## src/core/ch4_cc_pkg.sv

```systemverilog
package ch4_cc_pkg;
  // ****************
  // Register map
  // ****************
  localparam logic [7:0] ADDR_IO_CTRL = 8'h00;
  localparam logic [7:0] ADDR_STATUS = 8'h04;
  localparam logic [7:0] ADDR_ADC_CTRL = 8'h08;
  localparam logic [7:0] ADDR_GEN_A = 8'h0C;
  localparam logic [7:0] ADDR_GEN_B = 8'h10;
  localparam logic [7:0] ADDR_COUNTER = 8'h14;
  // ****************
  // Field positions and reset values
  // ****************
  localparam int IO_B_LSB = 4;
  localparam int FLAG_A_BIT = 0;
  localparam int FLAG_B_BIT = 1;
  localparam int OVF_BIT = 4;
  localparam int UNF_BIT = 5;
  localparam int DIR_BIT = 7;
  localparam int ADC_EN_BIT = 7;
  localparam logic [7:0] IO_CTRL_RST = 8'h00;
  localparam logic [7:0] STATUS_RST = 8'hC0;
  localparam logic [15:0] GEN_RST = 16'hFFFF;
  localparam logic [15:0] COUNTER_RST = 16'h0000;
  localparam logic [31:0] PRDATA_UNMAPPED = 32'h00000000;
endpackage

```

## src/core/ch4_edge_sync.sv

```systemverilog
`timescale 1ns/100ps
module ch4_edge_sync (
  input wire logic pclk,
  input wire logic presetn,
  input wire logic pin,
  output logic rise,
  output logic fall
);
  logic s1_r;
  logic s2_r;
  logic s3_r;
  logic lvl_r;

  // Three stages; a change counts once stage two and three agree
  always_ff @(posedge pclk or negedge presetn) begin
    if (!presetn) begin
      s1_r <= 1'b0;
      s2_r <= 1'b0;
      s3_r <= 1'b0;
    end else begin
      s1_r <= pin;
      s2_r <= s1_r;
      s3_r <= s2_r;
    end
  end

  always_ff @(posedge pclk or negedge presetn) begin
    if (!presetn) begin
      lvl_r <= 1'b0;
    end else if (s2_r == s3_r) begin
      lvl_r <= s3_r;
    end
  end

  assign rise = (s2_r == s3_r) && s3_r && !lvl_r;
  assign fall = (s2_r == s3_r) && !s3_r && lvl_r;
endmodule // ch4_edge_sync

```

## src/core/ch4_cc_unit.sv

```systemverilog
`timescale 1ns/100ps
module ch4_cc_unit
  import ch4_cc_pkg::*;
(
  input wire logic pclk,
  input wire logic presetn,
  input wire logic [3:0] mode,
  input wire logic [15:0] count,
  input wire logic [15:0] gen,
  input wire logic pin_rise,
  input wire logic pin_fall,
  input wire logic chain_event,
  output logic match,
  output logic capture,
  output logic pin_out,
  output logic pin_oe
);
  logic [3:0] mode_q_r;
  logic match_d_r;
  logic is_cmp;

  assign is_cmp = !mode[3];
  assign match = is_cmp && (count == gen) && !match_d_r;
  // Capture source: pin edges or chained channel event
  always_comb begin
    case (mode[3:2])
      2'b10: begin
        if (mode[1]) begin
          capture = pin_rise || pin_fall;
        end else if (mode[0]) begin
          capture = pin_fall;
        end else begin
          capture = pin_rise;
        end
      end
      2'b11: capture = chain_event;
      default: capture = 1'b0;
    endcase
  end

  // Match is one pulse per equal spell
  always_ff @(posedge pclk or negedge presetn) begin
    if (!presetn) begin
      match_d_r <= 1'b0;
    end else begin
      match_d_r <= is_cmp && (count == gen);
    end
  end

  always_ff @(posedge pclk or negedge presetn) begin
    if (!presetn) begin
      mode_q_r <= 4'h0;
      pin_out <= 1'b0;
      pin_oe <= 1'b0;
    end else begin
      mode_q_r <= mode;
      pin_oe <= is_cmp && (mode[1:0] != 2'b00);
      if (mode != mode_q_r) begin
        pin_out <= mode[2];
      end else if (match) begin
        case (mode[1:0])
          2'b01: pin_out <= 1'b0;
          2'b10: pin_out <= 1'b1;
          2'b11: pin_out <= !pin_out;
          default: pin_out <= pin_out;
        endcase
      end
    end
  end
endmodule // ch4_cc_unit

```

## src/core/ch4_cc_ctrl.sv

```systemverilog
// The register offsets and the APB interface to the registers were chosen for this implementation.
`timescale 1ns/100ps
module ch4_cc_ctrl
  import ch4_cc_pkg::*;
(
  input wire logic pclk,
  input wire logic presetn,
  input wire logic psel,
  input wire logic penable,
  input wire logic pwrite,
  input wire logic [7:0] paddr,
  input wire logic [31:0] pwdata,
  output logic [31:0] prdata,
  output logic pready,
  output logic pslverr,
  input wire logic [15:0] timer_counter,
  input wire logic count_direction_flag,
  input wire logic overflow_evt,
  input wire logic underflow_evt,
  input wire logic ch3_event_a,
  input wire logic ch3_event_c,
  input wire logic dtc_start_a,
  input wire logic dtc_start_b,
  input wire logic transfer_irq_disable_select_a,
  input wire logic transfer_irq_disable_select_b,
  input wire logic ch4_pin_a_in,
  input wire logic ch4_pin_b_in,
  output logic ch4_pin_a_out,
  output logic ch4_pin_a_oe,
  output logic ch4_pin_b_out,
  output logic ch4_pin_b_oe,
  output logic match_capture_irq_a,
  output logic match_capture_irq_b,
  output logic adc_start
);
  // ****************
  // Registers
  // ****************
  logic [7:0] io_ctrl_r;
  logic adc_en_r;
  logic [15:0] ch4_general_reg_a;
  logic [15:0] ch4_general_reg_b;
  logic match_capture_flag_a;
  logic match_capture_flag_b;
  logic overflow_flag;
  logic underflow_flag;
  logic [1:0] armed_r;
  logic [1:0] ovf_armed_r;
  logic wr_en;
  logic rd_en;
  logic mapped;
  logic [1:0] evt;
  logic [1:0] match_p;
  logic [1:0] cap_p;
  logic [1:0] clr;
  logic [1:0] rise;
  logic [1:0] fall;
  logic [7:0] status;
  logic [3:0] mode_a;
  logic [3:0] mode_b;

  assign mode_a = io_ctrl_r[3:0];
  assign mode_b = io_ctrl_r[IO_B_LSB +: 4];
  assign wr_en = psel && penable && pwrite;
  assign rd_en = psel && penable && !pwrite;
  assign pready = 1'b1;
  assign mapped = (paddr == ADDR_IO_CTRL) || (paddr == ADDR_STATUS) ||
    (paddr == ADDR_ADC_CTRL) || (paddr == ADDR_GEN_A) || (paddr == ADDR_GEN_B) ||
    (paddr == ADDR_COUNTER);
  assign pslverr = psel && penable && !mapped;
  assign status = {count_direction_flag, 1'b1, underflow_flag, overflow_flag, 2'b00,
    match_capture_flag_b, match_capture_flag_a};

  // ****************
  // Pin edge detection
  // ****************
  ch4_edge_sync u_sync_a (
    .pclk(pclk),
    .presetn(presetn),
    .pin(ch4_pin_a_in),
    .rise(rise[0]),
    .fall(fall[0])
  );

  ch4_edge_sync u_sync_b (
    .pclk(pclk),
    .presetn(presetn),
    .pin(ch4_pin_b_in),
    .rise(rise[1]),
    .fall(fall[1])
  );

  // ****************
  // Compare/capture units
  // ****************
  ch4_cc_unit u_unit_a (
    .pclk(pclk),
    .presetn(presetn),
    .mode(mode_a),
    .count(timer_counter),
    .gen(ch4_general_reg_a),
    .pin_rise(rise[0]),
    .pin_fall(fall[0]),
    .chain_event(ch3_event_a),
    .match(match_p[0]),
    .capture(cap_p[0]),
    .pin_out(ch4_pin_a_out),
    .pin_oe(ch4_pin_a_oe)
  );

  ch4_cc_unit u_unit_b (
    .pclk(pclk),
    .presetn(presetn),
    .mode(mode_b),
    .count(timer_counter),
    .gen(ch4_general_reg_b),
    .pin_rise(rise[1]),
    .pin_fall(fall[1]),
    .chain_event(ch3_event_c),
    .match(match_p[1]),
    .capture(cap_p[1]),
    .pin_out(ch4_pin_b_out),
    .pin_oe(ch4_pin_b_oe)
  );

  assign evt = match_p | cap_p;
  assign clr[0] = (dtc_start_a && !transfer_irq_disable_select_a) ||
    (wr_en && paddr == ADDR_STATUS && !pwdata[FLAG_A_BIT] && armed_r[0]);
  assign clr[1] = (dtc_start_b && !transfer_irq_disable_select_b) ||
    (wr_en && paddr == ADDR_STATUS && !pwdata[FLAG_B_BIT] && armed_r[1]);

  // ****************
  // Control registers
  // ****************
  always_ff @(posedge pclk or negedge presetn) begin
    if (!presetn) begin
      io_ctrl_r <= IO_CTRL_RST;
      adc_en_r <= 1'b0;
    end else if (wr_en) begin
      if (paddr == ADDR_IO_CTRL) begin
        io_ctrl_r <= pwdata[7:0];
      end
      if (paddr == ADDR_ADC_CTRL) begin
        adc_en_r <= pwdata[ADC_EN_BIT];
      end
    end
  end

  // ****************
  // General registers: capture wins over a bus write
  // ****************
  always_ff @(posedge pclk or negedge presetn) begin
    if (!presetn) begin
      ch4_general_reg_a <= GEN_RST;
      ch4_general_reg_b <= GEN_RST;
    end else begin
      if (cap_p[0]) begin
        ch4_general_reg_a <= timer_counter;
      end else if (wr_en && paddr == ADDR_GEN_A) begin
        ch4_general_reg_a <= pwdata[15:0];
      end
      if (cap_p[1]) begin
        ch4_general_reg_b <= timer_counter;
      end else if (wr_en && paddr == ADDR_GEN_B) begin
        ch4_general_reg_b <= pwdata[15:0];
      end
    end
  end

  // ****************
  // Status flags: set wins over clear
  // ****************
  always_ff @(posedge pclk or negedge presetn) begin
    if (!presetn) begin
      match_capture_flag_a <= STATUS_RST[FLAG_A_BIT];
      match_capture_flag_b <= STATUS_RST[FLAG_B_BIT];
      armed_r <= 2'b00;
    end else begin
      if (evt[0]) begin
        match_capture_flag_a <= 1'b1;
      end else if (clr[0]) begin
        match_capture_flag_a <= 1'b0;
      end
      if (evt[1]) begin
        match_capture_flag_b <= 1'b1;
      end else if (clr[1]) begin
        match_capture_flag_b <= 1'b0;
      end
      if (rd_en && paddr == ADDR_STATUS) begin
        armed_r <= {match_capture_flag_b, match_capture_flag_a};
      end else begin
        armed_r <= armed_r & ~clr;
      end
    end
  end

  always_ff @(posedge pclk or negedge presetn) begin
    if (!presetn) begin
      overflow_flag <= STATUS_RST[OVF_BIT];
      underflow_flag <= STATUS_RST[UNF_BIT];
      ovf_armed_r <= 2'b00;
    end else begin
      if (overflow_evt) begin
        overflow_flag <= 1'b1;
      end else if (wr_en && paddr == ADDR_STATUS && !pwdata[OVF_BIT] && ovf_armed_r[0]) begin
        overflow_flag <= 1'b0;
      end
      if (underflow_evt) begin
        underflow_flag <= 1'b1;
      end else if (wr_en && paddr == ADDR_STATUS && !pwdata[UNF_BIT] && ovf_armed_r[1]) begin
        underflow_flag <= 1'b0;
      end
      if (rd_en && paddr == ADDR_STATUS) begin
        ovf_armed_r <= {underflow_flag, overflow_flag};
      end else if (wr_en && paddr == ADDR_STATUS) begin
        ovf_armed_r <= ovf_armed_r & pwdata[UNF_BIT:OVF_BIT];
      end
    end
  end

  // ****************
  // Outputs
  // ****************
  always_ff @(posedge pclk or negedge presetn) begin
    if (!presetn) begin
      adc_start <= 1'b0;
    end else begin
      adc_start <= adc_en_r && evt[0];
    end
  end

  assign match_capture_irq_a = match_capture_flag_a;
  assign match_capture_irq_b = match_capture_flag_b;

  always_comb begin
    prdata = PRDATA_UNMAPPED;
    case (paddr)
      ADDR_IO_CTRL: prdata = {24'h000000, io_ctrl_r};
      ADDR_STATUS: prdata = {24'h000000, status};
      ADDR_ADC_CTRL: prdata = {24'h000000, adc_en_r, 7'h00};
      ADDR_GEN_A: prdata = {16'h0000, ch4_general_reg_a};
      ADDR_GEN_B: prdata = {16'h0000, ch4_general_reg_b};
      ADDR_COUNTER: prdata = {16'h0000, timer_counter};
      default: prdata = PRDATA_UNMAPPED;
    endcase
  end

  // ****************
  // Checks
  // ****************
  AST_ADC_GATE: assert property (@(posedge pclk) disable iff (!presetn)
    adc_start |-> $past(adc_en_r)) else $error("conversion start while disabled");
  AST_ADC_PULSE: assert property (@(posedge pclk) disable iff (!presetn)
    (adc_en_r && evt[0]) |=> adc_start) else $error("missing conversion start");
  AST_SET_A: assert property (@(posedge pclk) disable iff (!presetn)
    match_p[0] |=> match_capture_flag_a) else $error("flag A not set on match");
  AST_CAP_A: assert property (@(posedge pclk) disable iff (!presetn)
    cap_p[0] |=> (ch4_general_reg_a == $past(timer_counter)) && match_capture_flag_a)
    else $error("capture A failed");
  AST_DTC_A: assert property (@(posedge pclk) disable iff (!presetn)
    (dtc_start_a && !transfer_irq_disable_select_a && !evt[0]) |=> !match_capture_flag_a)
    else $error("flag A not cleared by transfer");
  AST_NOCLR_A: assert property (@(posedge pclk) disable iff (!presetn)
    (match_capture_flag_a && !armed_r[0] && !dtc_start_a) |=> match_capture_flag_a)
    else $error("flag A cleared without read");
  AST_ONE_A: assert property (@(posedge pclk) disable iff (!presetn)
    (wr_en && paddr == ADDR_STATUS && pwdata[FLAG_A_BIT] && !dtc_start_a &&
    match_capture_flag_a) |=> match_capture_flag_a) else $error("write one cleared A");
  AST_SET_B: assert property (@(posedge pclk) disable iff (!presetn)
    evt[1] |=> match_capture_flag_b) else $error("flag B not set");
  AST_CHAIN_A: assert property (@(posedge pclk) disable iff (!presetn)
    (mode_a[3:2] == 2'b11 && ch3_event_a) |-> cap_p[0]) else $error("chain A missed");
  AST_CHAIN_B: assert property (@(posedge pclk) disable iff (!presetn)
    (mode_b[3:2] == 2'b11 && ch3_event_c) |-> cap_p[1]) else $error("chain B missed");
  AST_TOGGLE_A: assert property (@(posedge pclk) disable iff (!presetn)
    (match_p[0] && mode_a == $past(mode_a) && mode_a[1:0] == 2'b11 &&
    u_unit_a.mode_q_r == mode_a) |=> ch4_pin_a_out != $past(ch4_pin_a_out))
    else $error("pin A no toggle");
  AST_EDGE_B: assert property (@(posedge pclk) disable iff (!presetn)
    (mode_b == 4'h8 && rise[1]) |-> cap_p[1]) else $error("B rise missed");
  AST_OUT_B: assert property (@(posedge pclk) disable iff (!presetn)
    (mode_b[3] == 1'b0 && mode_b[1:0] == 2'b00) |=> !ch4_pin_b_oe)
    else $error("B pin driven while disabled");
  AST_EDGE_A: assert property (@(posedge pclk) disable iff (!presetn)
    (mode_a == 4'h9 && fall[0]) |-> cap_p[0]) else $error("A fall missed");
  COV_MATCH_A: cover property (@(posedge pclk) match_p[0]);
  COV_CAP_B: cover property (@(posedge pclk) cap_p[1]);
  COV_SW_CLR: cover property (@(posedge pclk) clr[0] && !dtc_start_a);
  COV_ADC: cover property (@(posedge pclk) adc_start);
endmodule // ch4_cc_ctrl

```

## config.mk

```make
export PLATFORM = sky130hd
export DESIGN_NAME = ch4_cc_ctrl
export DESIGN_NICKNAME = d
export VERILOG_FILES = /design/src/core/ch4_cc_pkg.sv /design/src/core/ch4_edge_sync.sv /design/src/core/ch4_cc_unit.sv /design/src/core/ch4_cc_ctrl.sv
export SDC_FILE = /design/constraint.sdc
export NUM_CORES = 1
export LEC_CHECK = 0
export BUFFER_PORTS_ARGS = -buffer_cell sky130_fd_sc_hd__buf_2
export CORE_ASPECT_RATIO = 0.8
export CORE_UTILIZATION = 50
export DETAILED_ROUTE_END_ITERATION = 8
export PLACE_DENSITY = 0.72
export SLEW_MARGIN = 10
export SYNTH_ARGS = -nofsm -noshare
export SYNTH_HDL_FRONTEND = slang
export SYNTH_HIERARCHICAL = 1
export SYNTH_SLANG_ARGS = --single-unit
export TNS_END_PERCENT = 5
```

## constraint.sdc

```tcl
create_clock -name pclk -period 4.5 [get_ports pclk]
set_input_delay 0 -clock pclk [delete_from_list [all_inputs] [get_ports pclk]]
set_output_delay 0 -clock pclk [all_outputs]
set_load 0.1 [all_outputs]
```

# Word-level counts from Yosys, hierarchy flattened
# Cells that the tools add are included.
[totals]
n_memories = 0
mem_bits_rw = 0
regBits = 72
latch_bits = 0
rom_bits = 0
[op_classes]
bitwise_logic = 4
addsub = 0
multipliers = 0
div = 0
n_shift = 0
order_cmp = 0
muxes = 28
reduce_logical = 78
eq_ne = 21
[op_table]
columns = ["operator", "n"]
rows = [
  ["$pmux 16 s6", 1],
  ["$mux 16", 4],
  ["$logic_and 1x1->1", 33],
  ["$eq 16x16->1", 2],
  ["$reduce_bool 2->1", 11],
  ["$logic_not 1->1", 18],
  ["$eq 2x2->1 const B", 8],
  ["$eq 8x4->1 const B", 2],
  ["$eq 8x5->1 const B", 2],
  ["$mux 1", 16],
  ["$logic_or 1x1->1", 9],
  ["$eq 8x3->1 const B", 1],
  ["$logic_not 8->1", 1],
  ["$ne 4x4->1", 2],
  ["$reduce_and 2->1", 4],
  ["$reduce_bool 4->1", 2],
  ["$mux 2", 3],
  ["$pmux 1 s3", 2],
  ["$and 2x2->2", 2],
  ["$eq 2x1->1 const B", 2],
  ["$pmux 1 s2", 2],
  ["$eq 1x1->1", 2],
  ["$not 2->2", 1],
  ["$or 2x2->2", 1],
]

# Depth between registers and ports, before layout
[logic_depth]
ltp_word = 9
mapped_depth = 9

# Hierarchy
# Netlist, hierarchy kept.
[modules_own_cells]
columns = ["module", "cells_per_inst", "n_inst", "area_each_um2"]
rows = [
  ["ch4_cc_ctrl", 329, 1, 3034.2],
  ["ch4_cc_unit", 61, 2, 566.8],
  ["ch4_edge_sync", 11, 2, 160.2],
]

# Worst setup path after synthesis
# OpenSTA, ideal clock, no wires.
[synth_timing]
path_kind = "input -> output"
from = "input port paddr[2]"
to = "output port prdata[7]"
path_stages = 4
required_time_ps = 4500
n_path_buf = 1
slack_ps = 1542
arrival_time_ps = 2958
cell_sequence = "buf_4 > nor4b_1 > a22oi_1 > o21ai_0"
[synth_via]
elab_chain_cells = 2
elab_cells_between_ends = 7
[synth_rtl]
columns = ["element", "line_no", "rtl"]
rows = [
  ["start, declared", "ch4_cc_ctrl.sv:11", "input wire logic [7:0] paddr,"],
  ["$eq 8x5->1 (tied with other cells)", "ch4_cc_ctrl.sv:237", "case (paddr)"],
  ["$pmux 16 s6 *", "ch4_cc_ctrl.sv:237", ""],
  ["end, declared", "ch4_cc_ctrl.sv:13", "output logic [31:0] prdata,"],
]
# Every way passes the cells marked *; elsewhere a longest branch is shown, timed or not.

# Worst setup path after layout
[layout_timing]
from = "input port paddr[1]"
to = "register ch4_general_reg_b[9]"
[layout_via]
elab_chain_cells = 3
[layout_rtl]
columns = ["element", "line_no", "rtl"]
rows = [
  ["$eq 8x5->1", "ch4_cc_ctrl.sv:164", "end else if (wr_en && paddr == ADDR_GEN_B) begin"],
  ["$logic_and 1x1->1", "ch4_cc_ctrl.sv:164", ""],
  ["$reduce_bool 2->1 (no line)", "-", ""],
  ["end signal, assigned", "ch4_cc_ctrl.sv:163", "ch4_general_reg_b <= timer_counter;"],
  ["end signal, assigned", "ch4_cc_ctrl.sv:165", "ch4_general_reg_b <= pwdata[15:0];"],
  ["end, declared", "ch4_cc_ctrl.sv:42", "logic [15:0] ch4_general_reg_b;"],
]
# Every way passes these cells.
# A chain may end at the register's enable or synchronous reset.

==> results_dict.tcl <==
set metrics [dict create \
    layout_commonest_cell "buf_2" \
    path_clk_slew_ps 80 \
    vias 4208 \
    synth_area_um2 4490 \
    netlist.area_leader.share_pct 22.3 \
    synth-xor-area-share_pct 5.46 \
    grt.busiest_layer "met2" \
    crit_path_start_kind "input pin" \
    yosysWarnings 6 \
    r2r-start "u_sync_b/s2_r$_DFF_PN0_" \
    die_area_um2 9360 \
    ys_seq_elements 72 \
    path_buf_inv 2 \
    synthCells 473 \
    cp_top_family "simple AND/OR/NAND/NOR gates" \
    synth_area_leaders "dfrtp_1, dfstp_2, nor2b_1" \
    synth_cell_types 54 \
    fin_crit_sh_pct 55.6 \
    grt_pass1_vias 3927 \
    finClkSkew_ps 7.84 \
    worstSetupStartpoint "paddr[1]" \
    insertedDiodeCount 0 \
    root_buffer "clkbuf_8" \
    grt_use_met2_pct 43.4 \
    synth_edf_count 0 \
    fin_hold_ws_ps 31.5 \
    post_cts_buffers 0 \
    drt-wirelength-per-cell_um 17.7 \
    synth_mux_area_share_pct 4.52 \
    dp_hpwl_mm 8.25 \
    drv_cap 0 \
    rsz0062_at_grt "false" \
    crit_arrival_ps 2780 \
    synth_compound_area_share_pct 20.0 \
    cts_buffer_depth 2 \
    htree_levels 3 \
    power_density_nw_per_um2 278 \
    drt_iter0_drc 332 \
    io_buffers 79 \
    status "complete, no violations" \
    finish.net_count 679 \
    end_kind "flop" \
    min_from "dtc_start_a" \
    yosys.area.top_type "dfrtp_1" \
    peakVddDrop_mv 0.140 \
    synth-simple-area-share_pct 18.3 \
    ys.flop_type "dfrtp_1" \
    antenna_found_initial 0 \
    relSlewSlack_pct 28.3 \
    hold_buffers 51 \
    cp_max_fo 16 \
    use_met3_pct 5.04 \
    worst_ep_required_time_ps 4780 \
    max_freq_mhz 400 \
    first_pass_iters 7 \
    ant_nets 0 \
    asyncSetResetFlopFracSynth_pct 100 \
    drc 0 \
    viasPerCell 5.89 \
    cts-resized-gates 0 \
    worst-setup-path-type "in2reg" \
    grtUsageMet1_pct 40.7 \
    seq_area_frac_synth_pct 41.0 \
    postSynthAreaPerCell_um2 9.49 \
    final_cell_mix "buf_2, dlygate4sd3_1, nand2_1, dfrtp_1, nor2b_1" \
    cts_sinks 72 \
    synthAdderAreaFrac_pct 2.79 \
    syn2layout_area_growth_pct 25.7 \
    hold_violations 0 \
    worst_pin_slew_ps 1070 \
    rows 30 \
    core_um2 8600 \
    multiInputGateArea_um2 2370 \
    p_leak_nw 2.52 \
    cts_tree "yes" \
    setup-violations-final 0 \
    clock_latency_ps 350 \
    post-route-min-period_ps 2500 \
    seq_area_um2 1840 \
    grt_usage_pct 28.4 \
    grt_overflow_total 0 \
    grt_pass1_wl_mm 20.1 \
    initial_utilization_pct 52.2 \
    final_max_slew_viol_count 0 \
    fillCellCount 690 \
    tns_ps 0 \
    worst_path_largest_cell_delay_ps 910 \
    crit_chain "buf_2, nor4_1, nand3_1, nand2_1, a21oi_1, dlygate4sd3_1" \
    ios 113 \
    drive_above_1_share_pct 26.9 \
    grt_max_degree 73 \
    hp-class "in2reg" \
    routed_wl_mm 12.6 \
    fp.dieH_um 86.7 \
    place_congestion 0.881 \
    synth_top_family_by_area "compound AO/OA/AOI/OAI gates" \
    fp.dieW_um 108 \
    cp_slowest_cell "nor4_1" \
    cts_made_buffers 9 \
]
layout make-up:
cell class	instances	area share, %
Multi-Input combinational cell	348	42.0
Inverter	28	1.86
Clock inverter	6	1.46
Sequential cell	72	32.6
Timing Repair Buffer	138	17.1
Tap cell	112	2.48
Clock buffer	10	2.44
sequential cells by signal, indices dropped and copies added, names as in the netlist, 2 cells and up:
signal / cells
armed_r: 2
ch4_general_reg_b: 16
ovf_armed_r: 2
u_unit_b/mode_q_r: 4
ch4_general_reg_a: 16
io_ctrl_r: 8
u_unit_a/mode_q_r: 4
worst register-to-register path, stage by stage, from the launching register on:
cell           delay [ps]
dfrtp_1               380
inv_1                  60
ha_1                  180
and2_1                160
mux2_2                260
o221ai_1              200
a21boi_2               80
buf_4                 250
nor2b_1               190
a21oi_1               120
dlygate4sd3_1         580
synthesized netlist by cell type (8+ instances only):
cell type  count
ha_1          10
clkbuf_1      12
a21oi_1       36
o21ai_0        8
buf_4         18
nor2_1        12
xor2_1        12
a222oi_1      10
inv_1         28
a31oi_1       32
nor2b_1       38
mux2_2        13
nor4_1         8
a22oi_1       14
nand2_1       45
dfrtp_1       40
xnor2_1       16
dfstp_2       32
per-stage QoR:
stage	setup slack, ps	std cells	total power, mW	area [um^2]	util (%)
2_1_floorplan	1540	488	0.899	4540	-
3_3_place_gp	2330	647	0.967	4910	57.1
3_5_place_dp	2190	647	0.973	4910	57.1
4_1_cts	2050	714	1.58	5640	65.6
5_1_grt	1810	714	1.63	5640	65.6
6_report	2000	714	1.57	5640	65.6
final timing paths:
path | slack (ps) | cells past startpoint | end
setup reg to reg | 2010 | 10 | ch4_general_reg_b[7]$_DFFE_PN1P_
max in group asynchronous | 3480 | 3 | io_ctrl_r[7]$_DFFE_PN0P_
hold reg to reg | 350 | 0 | u_sync_a/s2_r$_DFF_PN0_
min in group asynchronous | 400 | 3 | u_sync_a/lvl_r$_DFFE_PN0N_
hold / removal | 30 | 3 | match_capture_irq_a$_DFFE_PN0P_
setup / recovery | 2000 | 6 | ch4_general_reg_b[9]$_DFFE_PN1P_
cell families (layout without fill, tap and decap cells):
| logic type | after synthesis | in the layout |
|---|---|---|
| compound gates | 132 | 132 |
| xor+xnor | 28 | 28 |
| fa+ha+maj | 10 | 10 |
| buf+inv | 68 | 182 |
| flops | 72 | 72 |
| mux | 16 | 16 |
| other cells | 2 | 17 |
| simple gates | 145 | 145 |
where the power goes:
group          internal (mW)  switching, mW  leakage, nW
Combinational         0.0931          0.201         1.55
Clock                  0.324          0.249        0.112
Sequential             0.681         0.0230        0.858
metal layers:
metal	vias to the layer above	wire length (um)
li1	1928	-
met1	2033	5670
met2	221	5620
met3	26	1100
met4	0	222
met5	-	0
Note: power is estimated with default switching activity, not from simulation.
